--- src/spm_pkg.sv ---
// spm_pkg: constants for the shared-pin reset and mode control block
// assumes a single 125 MHz system clock; no register bus, all controls are ports
package spm_pkg;

   localparam int          NUM_PINS          = 6;
   localparam int          RESET_PIN_IDX     = 5;
   localparam int          DEBUG_PIN_IDX     = 4;
   localparam int          OUT_ONLY_IDX      = 2;

   // debug link bit time in system clocks
   localparam int          DEBUG_BIT_CLOCKS  = 16;
   localparam logic [4:0]  DEBUG_BIT_LAST    = 5'h0F;

   // internal clock source and default bus divider
   localparam int          SRC_NOMINAL_MHZ   = 16;
   localparam int          BUS_DEFAULT_MHZ   = 4;
   localparam int          BUS_DIV_DEFAULT   = SRC_NOMINAL_MHZ / BUS_DEFAULT_MHZ;
   localparam logic [2:0]  BUS_DIV_LAST      = 3'(BUS_DIV_DEFAULT - 1);

   // speedup pulse length in system clocks, less one
   localparam logic [1:0]  SPEEDUP_LAST      = 2'h1;

   // reset values
   localparam logic        RESET_PIN_EN_RST  = 1'b0;
   localparam logic        DEBUG_PIN_EN_RST  = 1'b1;
   localparam logic        DRIVE_HIGH_RST    = 1'b0;
   localparam logic        SLEW_EN_RST       = 1'b1;
   localparam logic        PULL_EN_RST       = 1'b0;

   typedef enum logic [1:0] {
      SPM_MODE_RUN,
      SPM_MODE_BACKGROUND
   } spm_mode_t;

   typedef enum logic [1:0] {
      SPM_RS_IDLE,
      SPM_RS_HOLD,
      SPM_RS_SAMPLE
   } spm_rst_state_t;

endpackage

--- src/spm_pin_control.sv ---
// spm_pin_control: shared pin function, pull, drive and mode control
// assumes all inputs synchronous to clk_sys; rst is the chip power-on reset
`timescale 1ns/10ps
module spm_pin_control
   import spm_pkg::*;
(
   // clock and reset
   input  wire logic                clk_sys,
   input  wire logic                rst,
   // option controls
   input  wire logic                resetPinEnableSet,
   input  wire logic                debugPinEnableClear,
   input  wire logic                debugForceReset,
   input  wire logic                timerCaptureEnable,
   input  wire logic                timerCompareEnable,
   input  wire logic                timerCompareOut,
   input  wire logic                irqPinEnable,
   input  wire logic                irqPullDisable,
   input  wire logic                irqRisingEdge,
   // per-pin software controls
   input  wire logic [NUM_PINS-1:0] pullEnableReg,
   input  wire logic [NUM_PINS-1:0] driveHighReg,
   input  wire logic [NUM_PINS-1:0] slewEnableReg,
   input  wire logic [NUM_PINS-1:0] outputEnableReg,
   input  wire logic [NUM_PINS-1:0] keyboardPinEnable,
   input  wire logic [NUM_PINS-1:0] keyboardEdgeSelect,
   input  wire logic                outOnlyEnable,
   // debug serializer
   input  wire logic                debugTxActive,
   input  wire logic                debugTxLevel,
   // pin inputs
   input  wire logic                resetPinIn,
   input  wire logic                debugPinIn,
   // pin outputs
   output logic                     debugPinOut,
   output logic                     debugPinOutEnN,
   output logic [NUM_PINS-1:0]      pullUpOn,
   output logic [NUM_PINS-1:0]      pullDownOn,
   output logic [NUM_PINS-1:0]      driveHigh,
   output logic [NUM_PINS-1:0]      slewEnable,
   output logic                     outOnlyActive,
   // status and routed functions
   output logic                     resetPinEnable,
   output logic                     debugPinEnable,
   output logic                     backgroundMode,
   output logic                     chipReset,
   output logic                     timerCaptureIn,
   output logic                     gpioResetPinIn,
   output logic                     debugRxLevel,
   output logic                     debugBitTick,
   output logic [2:0]               busClockDiv
);

   spm_rst_state_t state;
   spm_rst_state_t next_state;
   spm_mode_t      mode;
   spm_mode_t      next_mode;
   logic           next_resetPinEnable;
   logic           next_debugPinEnable;
   logic           next_chipReset;
   logic           forcedPending;
   logic           next_forcedPending;
   logic           porDone;
   logic           next_porDone;
   logic [4:0]     bitCnt;
   logic [4:0]     next_bitCnt;
   logic           next_debugBitTick;
   logic [2:0]     next_busClockDiv;
   logic [NUM_PINS-1:0] next_pullUpOn;
   logic [NUM_PINS-1:0] next_pullDownOn;
   logic [NUM_PINS-1:0] next_driveHigh;
   logic [NUM_PINS-1:0] next_slewEnable;
   logic           next_outOnlyActive;
   logic           next_timerCaptureIn;
   logic           next_gpioResetPinIn;
   logic           next_debugRxLevel;
   logic           txOut;
   logic           txOutEnN;
   logic           next_backgroundMode;
   logic           next_debugPinOut;
   logic           next_debugPinOutEnN;

   // a pin counts as output when port or a peripheral drives it; never the reset pin, and pin OUT_ONLY_IDX only by outOnlyEnable
   function automatic logic pinIsOutput(input int idx, input logic [NUM_PINS-1:0] oe,
                                        input logic dbgEn, input logic cmpEn, input logic ooEn);
      logic r;
      r = oe[idx];
      if (idx == DEBUG_PIN_IDX)
         r = !dbgEn && (cmpEn || oe[idx]);
      if (idx == RESET_PIN_IDX)
         r = 1'b0;
      if (idx == OUT_ONLY_IDX)
         r = ooEn;
      return r;
   endfunction

   // reset sequencing, mode sampling and sticky option bits
   always_comb
   begin
      next_state          = state;
      next_mode           = mode;
      next_resetPinEnable = resetPinEnable;
      next_debugPinEnable = debugPinEnable;
      next_chipReset      = 1'b0;
      next_forcedPending  = 1'b0;
      next_porDone        = porDone;
      if (resetPinEnableSet)
         next_resetPinEnable = 1'b1;
      if (debugPinEnableClear)
         next_debugPinEnable = 1'b0;
      case (state)
         SPM_RS_IDLE:
         begin
            if (!porDone)
            begin
               next_state     = SPM_RS_SAMPLE;
               next_chipReset = 1'b1;
            end
            else if (debugForceReset)
            begin
               next_state         = SPM_RS_HOLD;
               next_forcedPending = 1'b1;
               next_chipReset     = 1'b1;
            end
            else if (resetPinEnable && !resetPinIn)
            begin
               next_state     = SPM_RS_HOLD;
               next_chipReset = 1'b1;
            end
         end
         SPM_RS_HOLD:
         begin
            next_chipReset      = 1'b1;
            next_forcedPending  = forcedPending;
            next_debugPinEnable = 1'b1;
            if (forcedPending)
               next_state = SPM_RS_SAMPLE;
            else if (resetPinIn)
            begin
               next_state     = SPM_RS_IDLE;
               next_mode      = SPM_MODE_RUN;
               next_chipReset = 1'b0;
            end
         end
         SPM_RS_SAMPLE:
         begin
            // pin high at reset release gives run mode
            next_mode           = debugPinIn ? SPM_MODE_RUN : SPM_MODE_BACKGROUND;
            next_debugPinEnable = 1'b1;
            if (!porDone && !debugPinIn)
               next_resetPinEnable = 1'b1;
            next_state = SPM_RS_IDLE;
            next_porDone = 1'b1;
         end
         default:
            next_state = SPM_RS_IDLE;
      endcase
      next_backgroundMode = (next_mode == SPM_MODE_BACKGROUND);
   end

   always_ff @(posedge clk_sys)
   begin
      if (rst)
      begin
         state          <= SPM_RS_IDLE;
         mode           <= SPM_MODE_RUN;
         resetPinEnable <= RESET_PIN_EN_RST;
         debugPinEnable <= DEBUG_PIN_EN_RST;
         chipReset      <= 1'b1;
         forcedPending  <= 1'b0;
         porDone        <= 1'b0;
         backgroundMode <= 1'b0;
      end
      else
      begin
         state          <= next_state;
         mode           <= next_mode;
         resetPinEnable <= next_resetPinEnable;
         debugPinEnable <= next_debugPinEnable;
         chipReset      <= next_chipReset;
         forcedPending  <= next_forcedPending;
         porDone        <= next_porDone;
         backgroundMode <= next_backgroundMode;
      end
   end

   // pad controls per pin
   always_comb
   begin
      for (int i = 0; i < NUM_PINS; i++)
      begin
         next_driveHigh[i]  = driveHighReg[i];
         next_slewEnable[i] = slewEnableReg[i];
         next_pullUpOn[i]   = pullEnableReg[i];
         next_pullDownOn[i] = 1'b0;
         if (keyboardPinEnable[i] && pullEnableReg[i] && keyboardEdgeSelect[i])
         begin
            next_pullUpOn[i]   = 1'b0;
            next_pullDownOn[i] = 1'b1;
         end
         if (pinIsOutput(i, outputEnableReg, debugPinEnable, timerCompareEnable, outOnlyEnable))
         begin
            next_pullUpOn[i]   = 1'b0;
            next_pullDownOn[i] = 1'b0;
         end
      end
      if (resetPinEnable)
      begin
         next_pullUpOn[RESET_PIN_IDX]   = 1'b1;
         next_pullDownOn[RESET_PIN_IDX] = 1'b0;
      end
      else if (irqPinEnable)
      begin
         next_pullUpOn[RESET_PIN_IDX]   = !irqPullDisable && !irqRisingEdge;
         next_pullDownOn[RESET_PIN_IDX] = !irqPullDisable && irqRisingEdge;
      end
      if (debugPinEnable)
      begin
         next_pullUpOn[DEBUG_PIN_IDX]   = 1'b1;
         next_pullDownOn[DEBUG_PIN_IDX] = 1'b0;
      end
      next_outOnlyActive  = outOnlyEnable;
      next_timerCaptureIn = (timerCaptureEnable && !resetPinEnable) ? resetPinIn : 1'b0;
      next_gpioResetPinIn = resetPinEnable ? 1'b0 : resetPinIn;
      next_debugRxLevel   = debugPinEnable ? debugPinIn : 1'b1;
      next_busClockDiv    = BUS_DIV_LAST;
   end

   always_ff @(posedge clk_sys)
   begin
      if (rst)
      begin
         pullUpOn       <= {NUM_PINS{PULL_EN_RST}};
         pullDownOn     <= '0;
         driveHigh      <= {NUM_PINS{DRIVE_HIGH_RST}};
         slewEnable     <= {NUM_PINS{SLEW_EN_RST}};
         outOnlyActive  <= 1'b0;
         timerCaptureIn <= 1'b0;
         gpioResetPinIn <= 1'b0;
         debugRxLevel   <= 1'b1;
         busClockDiv    <= BUS_DIV_LAST;
         debugPinOut    <= 1'b1;
         debugPinOutEnN <= 1'b1;
      end
      else
      begin
         pullUpOn       <= next_pullUpOn;
         pullDownOn     <= next_pullDownOn;
         driveHigh      <= next_driveHigh;
         slewEnable     <= next_slewEnable;
         outOnlyActive  <= next_outOnlyActive;
         timerCaptureIn <= next_timerCaptureIn;
         gpioResetPinIn <= next_gpioResetPinIn;
         debugRxLevel   <= next_debugRxLevel;
         busClockDiv    <= next_busClockDiv;
         debugPinOut    <= next_debugPinOut;
         debugPinOutEnN <= next_debugPinOutEnN;
      end
   end

   // debug bit-time counter
   always_comb
   begin
      next_bitCnt       = 5'h00;
      next_debugBitTick = 1'b0;
      if (debugPinEnable && debugTxActive)
      begin
         next_bitCnt = (bitCnt == DEBUG_BIT_LAST) ? 5'h00 : bitCnt + 5'h01;
         next_debugBitTick = (bitCnt == DEBUG_BIT_LAST);
      end
   end

   always_ff @(posedge clk_sys)
   begin
      if (rst)
      begin
         bitCnt       <= 5'h00;
         debugBitTick <= 1'b0;
      end
      else
      begin
         bitCnt       <= next_bitCnt;
         debugBitTick <= next_debugBitTick;
      end
   end

   spm_speedup u_speedup (
      .clk_sys   (clk_sys),
      .rst       (rst),
      .active    (debugPinEnable && debugTxActive),
      .txLevel   (debugTxLevel),
      .pinOut    (txOut),
      .pinOutEnN (txOutEnN)
   );

   // pin owner: debug link when enabled, else timer compare output
   always_comb
   begin
      next_debugPinOut    = txOut;
      next_debugPinOutEnN = txOutEnN;
      if (!debugPinEnable)
      begin
         next_debugPinOut    = timerCompareOut;
         next_debugPinOutEnN = !(timerCompareEnable || outputEnableReg[DEBUG_PIN_IDX]);
      end
   end

endmodule

--- src/spm_speedup.sv ---
// spm_speedup: pseudo open-drain driver for the debug pin with speedup pulse
// assumes the debug serializer gives a level to send on clk_sys
`timescale 1ns/10ps
module spm_speedup
   import spm_pkg::*;
(
   // clock and reset
   input  wire logic clk_sys,
   input  wire logic rst,
   // line request
   input  wire logic active,
   input  wire logic txLevel,
   // pin controls
   output logic      pinOut,
   output logic      pinOutEnN
);

   logic       prevLevel;
   logic [1:0] pulseCnt;
   logic       next_prevLevel;
   logic [1:0] next_pulseCnt;
   logic       next_pinOut;
   logic       next_pinOutEnN;

   // low is driven, a step from low to high is a brief driven pulse then released
   always_comb
   begin
      next_prevLevel = active ? txLevel : 1'b1;
      next_pulseCnt  = pulseCnt;
      next_pinOut    = 1'b1;
      next_pinOutEnN = 1'b1;
      if (active && !txLevel)
      begin
         next_pinOut    = 1'b0;
         next_pinOutEnN = 1'b0;
         next_pulseCnt  = 2'h0;
      end
      else if (active && txLevel && !prevLevel)
      begin
         next_pinOutEnN = 1'b0;
         next_pulseCnt  = SPEEDUP_LAST;
      end
      else if (pulseCnt != 2'h0)
      begin
         next_pinOutEnN = 1'b0;
         next_pulseCnt  = pulseCnt - 2'h1;
      end
   end

   always_ff @(posedge clk_sys)
   begin
      if (rst)
      begin
         prevLevel <= 1'b1;
         pulseCnt  <= 2'h0;
         pinOut    <= 1'b1;
         pinOutEnN <= 1'b1;
      end
      else
      begin
         prevLevel <= next_prevLevel;
         pulseCnt  <= next_pulseCnt;
         pinOut    <= next_pinOut;
         pinOutEnN <= next_pinOutEnN;
      end
   end

endmodule

--- config.mk ---
export PLATFORM = sky130hd
export DESIGN_NAME = spm_pin_control
export DESIGN_NICKNAME = d
export VERILOG_FILES = /design/src/spm_pkg.sv /design/src/spm_pin_control.sv /design/src/spm_speedup.sv
export SDC_FILE = /design/constraint.sdc
export NUM_CORES = 1
export LEC_CHECK = 0
export BUFFER_PORTS_ARGS = -buffer_cell sky130_fd_sc_hd__buf_2
export CAP_MARGIN = 25
export CORE_MARGIN = 10
export CORE_UTILIZATION = 28
export DETAILED_ROUTE_END_ITERATION = 12
export GPL_TIMING_DRIVEN = 0
export HOLD_SLACK_MARGIN = 0.02
export PLACE_DENSITY = 0.59
export SLEW_MARGIN = 20
export SYNTH_ARGS = -nofsm -noshare
export SYNTH_HDL_FRONTEND = slang
export SYNTH_SLANG_ARGS = --single-unit
--- constraint.sdc ---
create_clock -name clk_sys -period 2.1 [get_ports clk_sys]
set_input_delay 0.42 -clock clk_sys [delete_from_list [all_inputs] [get_ports clk_sys]]
set_output_delay 0.42 -clock clk_sys [all_outputs]
set_load 0.03 [all_outputs]
==> metrics.yaml, run 1 <==
slew_violations: 0
first_global_vias: 1598
grt_usage: 0.0885
drc_errors: 0
drive_gt1_frac: 0.388
cts_hold_buf: 0
initial_utilization: 0.285
setup_viol: 0
p_sw_frac: 0.288
htreeDepth: 2
power_density_mw_per_mm2: 878
dpl.cell_count: 347
area_delta_synth_final_pct: 34.4
totalPowerFinal_mw: 2.11
power_frac_clock: 0.272
place_hpwl_mm: 3.52
ys_types: 41
antenna_found_initial: 0
grt-ovfl-total: 0
grt_max_degree: 16
clk_latency_ns: 0.29
critPathArrivalTime_ns: 1.84
skew_ns: 0.00945
drt_iter0_drc: 41
dieArea_mm2: 0.00998
cp.required_ns: 2.33
tns_ns: 0
yosys_warnings: 0
async_flop_share: 0
pre_cts_slack_ns: 0.497
die_y_um: 99.9
cp_max_fo: 5
clk_pin_slew_ns: 0.09
vdd_drop_max_uv: 395
fillers: 650
cts_buffer_depth: 2
crit_type: "reg2reg"
netlist_area_mm2: 0.00179
wl_per_cell_um: 12.3
vias: 1523
dr.pass1.iters: 4
net-switching-power_mw: 0.608
instances_no_fill: 355
cts_setup_buffers: 0
die_w_um: 99.9
root_buffer: "clkbuf_8"
hp-class: "in2reg"
ant_nets: 0
num-nets-final: 335
outcome: "complete, no violations"
cts_tree: "done"
ff_latch_area_mm2: 0.00102
post-route-period-util: 0.763
seqPwrFrac: 0.515
avgSynthCellArea_um2: 9.66
io_buffers: 84
cts_resized: 0
synth-seq-cells: 51
core-area_mm2: 0.00628
grt_pass1_wl_mm: 7.33
rows: 29
fin_crit_ns: 1.60
synth_top_flop_cell: "dfxtp_1"
cp_top_family: "simple AND/OR/NAND/NOR gates"
rsz0062_at_grt: "no"
gp_congestion: 0.767
max_stage_delay_ns: 0.52
wl_mm: 4.36
cap_viol_max_count: 0
critPathMostFrequentCell: "ha_1"
multi_input_area_um2: 694
synthCells: 185
leakage_nw: 1.13
combPwrFrac: 0.213
io_pins: 90
critPathCaptureType: "register"
antenna_cells: 0
clock.fmax_mhz: 624
cts_buffers: 5
start_kind: "register"
synth-seq-area-share: 0.571
hold_viol: 0
synth-edff-count: 0
crit_path_top_delay_cell: "or4b_4"
crit_path_cell_trace: "ha_1 > and3_1 > ha_1 > or4b_4 > nor2_1"
worst_slack_ns: 0.498
viasPerCell: 4.29
worst-path-buf-inv: 0
clock-sinks: 51
intPower_mw: 1.50
==> Yosys cell counts, types with 3 or more instances <==
master   instances  area [um2]
inv_1            9        33.8
or2_2            7        43.8
a21oi_1          9        45.0
nand2_1         15        56.3
dfxtp_1         51        1020
nor2b_1         10        62.6
nor3b_1          3        22.5
nor3_1           6        30.0
ha_1             6        75.1
buf_4            3        22.5
nor2_1          27         101
==> placed cells by master (no fill, tap or decap), drive strengths merged, types with 2 or more instances in the layout <==
master,instances
xnor2,2
buf,89
a211oi,2
clkbuf,9
nor3,6
nor3b,3
dfxtp,51
and3b,2
nor2,27
ha,6
nor2b,10
inv,10
a21oi,9
conb,3
a211o,2
or3,3
o21ai,3
nand2,15
nand3,2
or2,7
==> path summary, 6_finish.rpt <==
kind | start | end | slack (ns) | depth (start not counted)
worst max-delay path | bitCnt[0] | bitCnt[2] | 0.50 | 5
worst max register to register | bitCnt[0] | bitCnt[2] | 0.50 | 5
worst min-delay path | keyboardPinEnable[2] | pullUpOn[2] | 0.30 | 2
worst min register to register | u_speedup.pinOut | debugPinOut | 0.45 | 1
==> registers in the layout, summed over array words and instances (netlist names), 2 cells and up <==
register,flops
mode,2
u_speedup.pulseCnt,2
driveHigh,6
slewEnable,6
bitCnt,5
state,2
pullUpOn,6
pullDownOn,6
==> power by group through the flow <==
stage	clock network [mW]	logic, mW	registers [mW]
after floorplan	0	0.234	1.19
after global placement	0	0.449	1.11
after detailed placement	0	0.453	1.11
after CTS	0.615	0.455	1.09
after global routing	0.651	0.513	1.10
final	0.574	0.449	1.09
==> per-layer routing <==
| layer | global-route usage | vias up | wire length [um] |
|---|---|---|---|
| met1 | 0.0954 | 686 | 1720 |
| met2 | 0.145 | 45 | 2130 |
| li1 | - | 788 | - |
| met4 | 0.0265 | 0 | 39 |
| met3 | 0.0495 | 4 | 459 |
| met5 | 0 | - | 0 |
==> cell families (layout without fill, tap and decap cells) <==
family | count (synthesis) | after routing | synth area share
fa+ha+maj | 6 | 6 | 0.0420
other cells | 2 | 3 | 0.00420
compound gates | 23 | 23 | 0.0861
xor+xnor | 3 | 3 | 0.0147
flops | 51 | 51 | 0.571
simple gates | 83 | 83 | 0.239
buf+inv | 17 | 109 | 0.0427
==> through the flow <==
step                cell area (um2)   util  hold WS (ns)
floorplan                      1790      -         0.418
CTS                            2400  0.383         0.282
global placement               2310  0.368         0.424
detailed placement             2310  0.368         0.427
global route                   2400  0.383         0.278
finish                         2400  0.383         0.300
==> cell type report <==
class	instances	share of cell area
flip-flops and latches	51	0.425
multi-input cells	118	0.289
repair buffers	84	0.175
well taps	77	0.0401
clock buffers	7	0.0359
plain buffers	7	0.0161
inverters	10	0.0156
clock inverters	1	0.00364
==> worst register-to-register path, stage by stage (launching register included) <==
cell	delay [ns]
dfxtp_1	0.33
ha_1	0.21
and3_1	0.19
ha_1	0.18
or4b_4	0.52
nor2_1	0.12
(Power assumes the default switching activity.)
==> inputs of run 2 (changes only) <==
- clock period: 2.1 -> 1.5 ns (I/O delays scaled with it)
==> run 2 against run 1 <==
The flow now finishes with violations (setup timing). Clock power increased by 35%. Fmax increased by 5.3%. Sequential share of layout area down 1.2 points. Sequential power up 40%. Die area did not move. Worst hold slack lost 0.13 ns. Global-route usage is 0.22 points higher. Combinational power up 45%. Core utilization up 1.4 points. Via count up 2.4%.
==> metrics.yaml, run 2 (synthesized netlist as in run 1, its figures left out) <==
cts_tree: "done"
critPathCaptureType: "register"
drc_errors: 0  # unchanged
violations: "setup timing"
met1_usage: 0.0917  # -0.00371
hold_viol: 0  # unchanged
ant_nets: 0  # unchanged
critPathArrivalTime_ns: 1.76  # -0.08 ns
io_pins: 90  # unchanged
grt_usage: 0.0907  # +0.00225
rows: 29  # unchanged
utilization: 0.396  # +0.0136
grt_use_met3: 0.0467  # -0.00275
area_delta_synth_final_pct: 39.2
post-route-period-util: 1.01  # +0.252
core-area_mm2: 0.00628  # unchanged
vdd_drop_max_uv: 493  # +25%
cap_viol_max_count: 0  # unchanged
crit_type: "reg2reg"
cts_buffer_depth: 2  # unchanged
cp_max_fo: 5  # unchanged
layout_common_cells: "buf_2 (85), dfxtp_1 (47), nor2_1 (25)"
totalPowerFinal_mw: 2.95  # +40%
place_hpwl_mm: 3.56  # +1.2%
multi_input_area_um2: 759  # +9.4%
reg2reg_slack_ns: -0.02  # -0.52 ns
worstMarginPinSlew_ns: 0.519
clk_pin_slew_ns: 0.09  # about the same
die_w_um: 99.9  # unchanged
slew_headroom: 0.654
wl_per_cell_um: 12.7  # +3.7%
num-nets-final: 338  # +0.90%
final_common_cell: "buf_2"
htreeDepth: 2  # unchanged
worst_slack_ns: -0.0216  # -0.520 ns
skew_ns: 0.00583  # -0.00362 ns
leakage_nw: 1.15  # +1.1%
dpl.cell_count: 347  # unchanged
cts_buffers: 5  # unchanged
viasPerCell: 4.35  # +1.5%
antenna_found_initial: 0  # unchanged
holdWs_ns: 0.165  # -0.134 ns
outcome: "finished with violations"
clk_latency_ns: 0.30  # about the same
instances_no_fill: 358  # +0.85%
tns_ns: -0.0717  # -0.0717 ns
first_global_vias: 1626  # +1.8%
setup_viol: 5  # +5
hp-class: "in2reg"
cts_hold_buf: 0  # unchanged
use_met2: 0.159  # +0.0144
root_buffer: "clkbuf_8"
io_buffers: 84  # unchanged
die_y_um: 99.9  # unchanged
busiest_layer: "met2"
fillers: 650  # unchanged
clock.fmax_mhz: 657  # +5.3%
start_kind: "register"
ff_latch_area_mm2: 0.00103  # +0.74%
cp.required_ns: 1.74  # -0.59 ns
wl_mm: 4.56  # +4.6%
rsz0062_at_grt: "yes"
fin_crit_ns: 1.52  # -0.0800 ns
drive_gt1_frac: 0.448  # +0.0599
antenna_cells: 0  # unchanged
gp_congestion: 0.746  # -2.7%
slew_violations: 0  # unchanged
initial_utilization: 0.285  # unchanged
grt_pass1_wl_mm: 7.45  # +1.7%
clock-sinks: 51  # unchanged
grt-ovfl-total: 0  # unchanged
vias: 1559  # +2.4%
power_density_mw_per_mm2: 1190  # +35%
dieArea_mm2: 0.00998  # unchanged
dr.pass1.iters: 4  # unchanged
drt_iter0_drc: 39  # -4.9%
grt_max_degree: 16  # unchanged
[run 2: what timing repair did]
item	CTS	global route
setup buffers	2	1
pin swaps	6	5
endpoints found under the setup margin	7	7
gates resized for setup	10	8
[run 2: final cells by class]
cell class,instances,area share
clock buffers,6,0.0292
multi-input cells,118,0.305
clock inverters,2,0.00503
plain buffers,7,0.0156
inverters,10,0.0151
well taps,77,0.0387
repair buffers,87,0.178
flip-flops and latches,51,0.413
[run 2: path summary, 6_finish.rpt]
kind	to	start	cells after the start
worst min-delay path	debugPinEnable	debugPinEnableClear	2
worst min register to register	debugPinOutEnN	u_speedup.pinOutEnN	1
worst max register to register	bitCnt[0]	bitCnt[1]	5
worst max-delay path	bitCnt[0]	bitCnt[1]	5
[run 2: metrics by stage]
stage               setup WS (ns)  cell area (um2)
finish                    -0.0216             2490
global route              -0.0717             2490
CTS                       -0.0717             2460
detailed placement        -0.0756             2310
global placement          -0.0522             2310
floorplan                 0.00503             1790
[run 2: critical path, stage by stage, from the launching register on]
cell     delay [ns]
dfxtp_2        0.35
ha_4           0.16
and3_4         0.18
ha_4           0.15
or4b_4         0.52
nor2_2         0.10
[run 2: where the power goes]
part / switching [mW] / total [mW] / internal (mW) / leakage [nW]
Sequential: 0.0577 / 1.53 / 1.47 / 0.421
Combinational: 0.382 / 0.651 / 0.269 / 0.682
Clock: 0.448 / 0.775 / 0.327 / 0.0412
[run 2: metal layers]
layer | wire, um | vias to the layer above | share of wire
met3 | 440 | 7 | 0.097
li1 | - | 792 | -
met4 | 60 | 0 | 0.013
met2 | 2320 | 48 | 0.51
met5 | 0 | - | 0
met1 | 1730 | 712 | 0.38
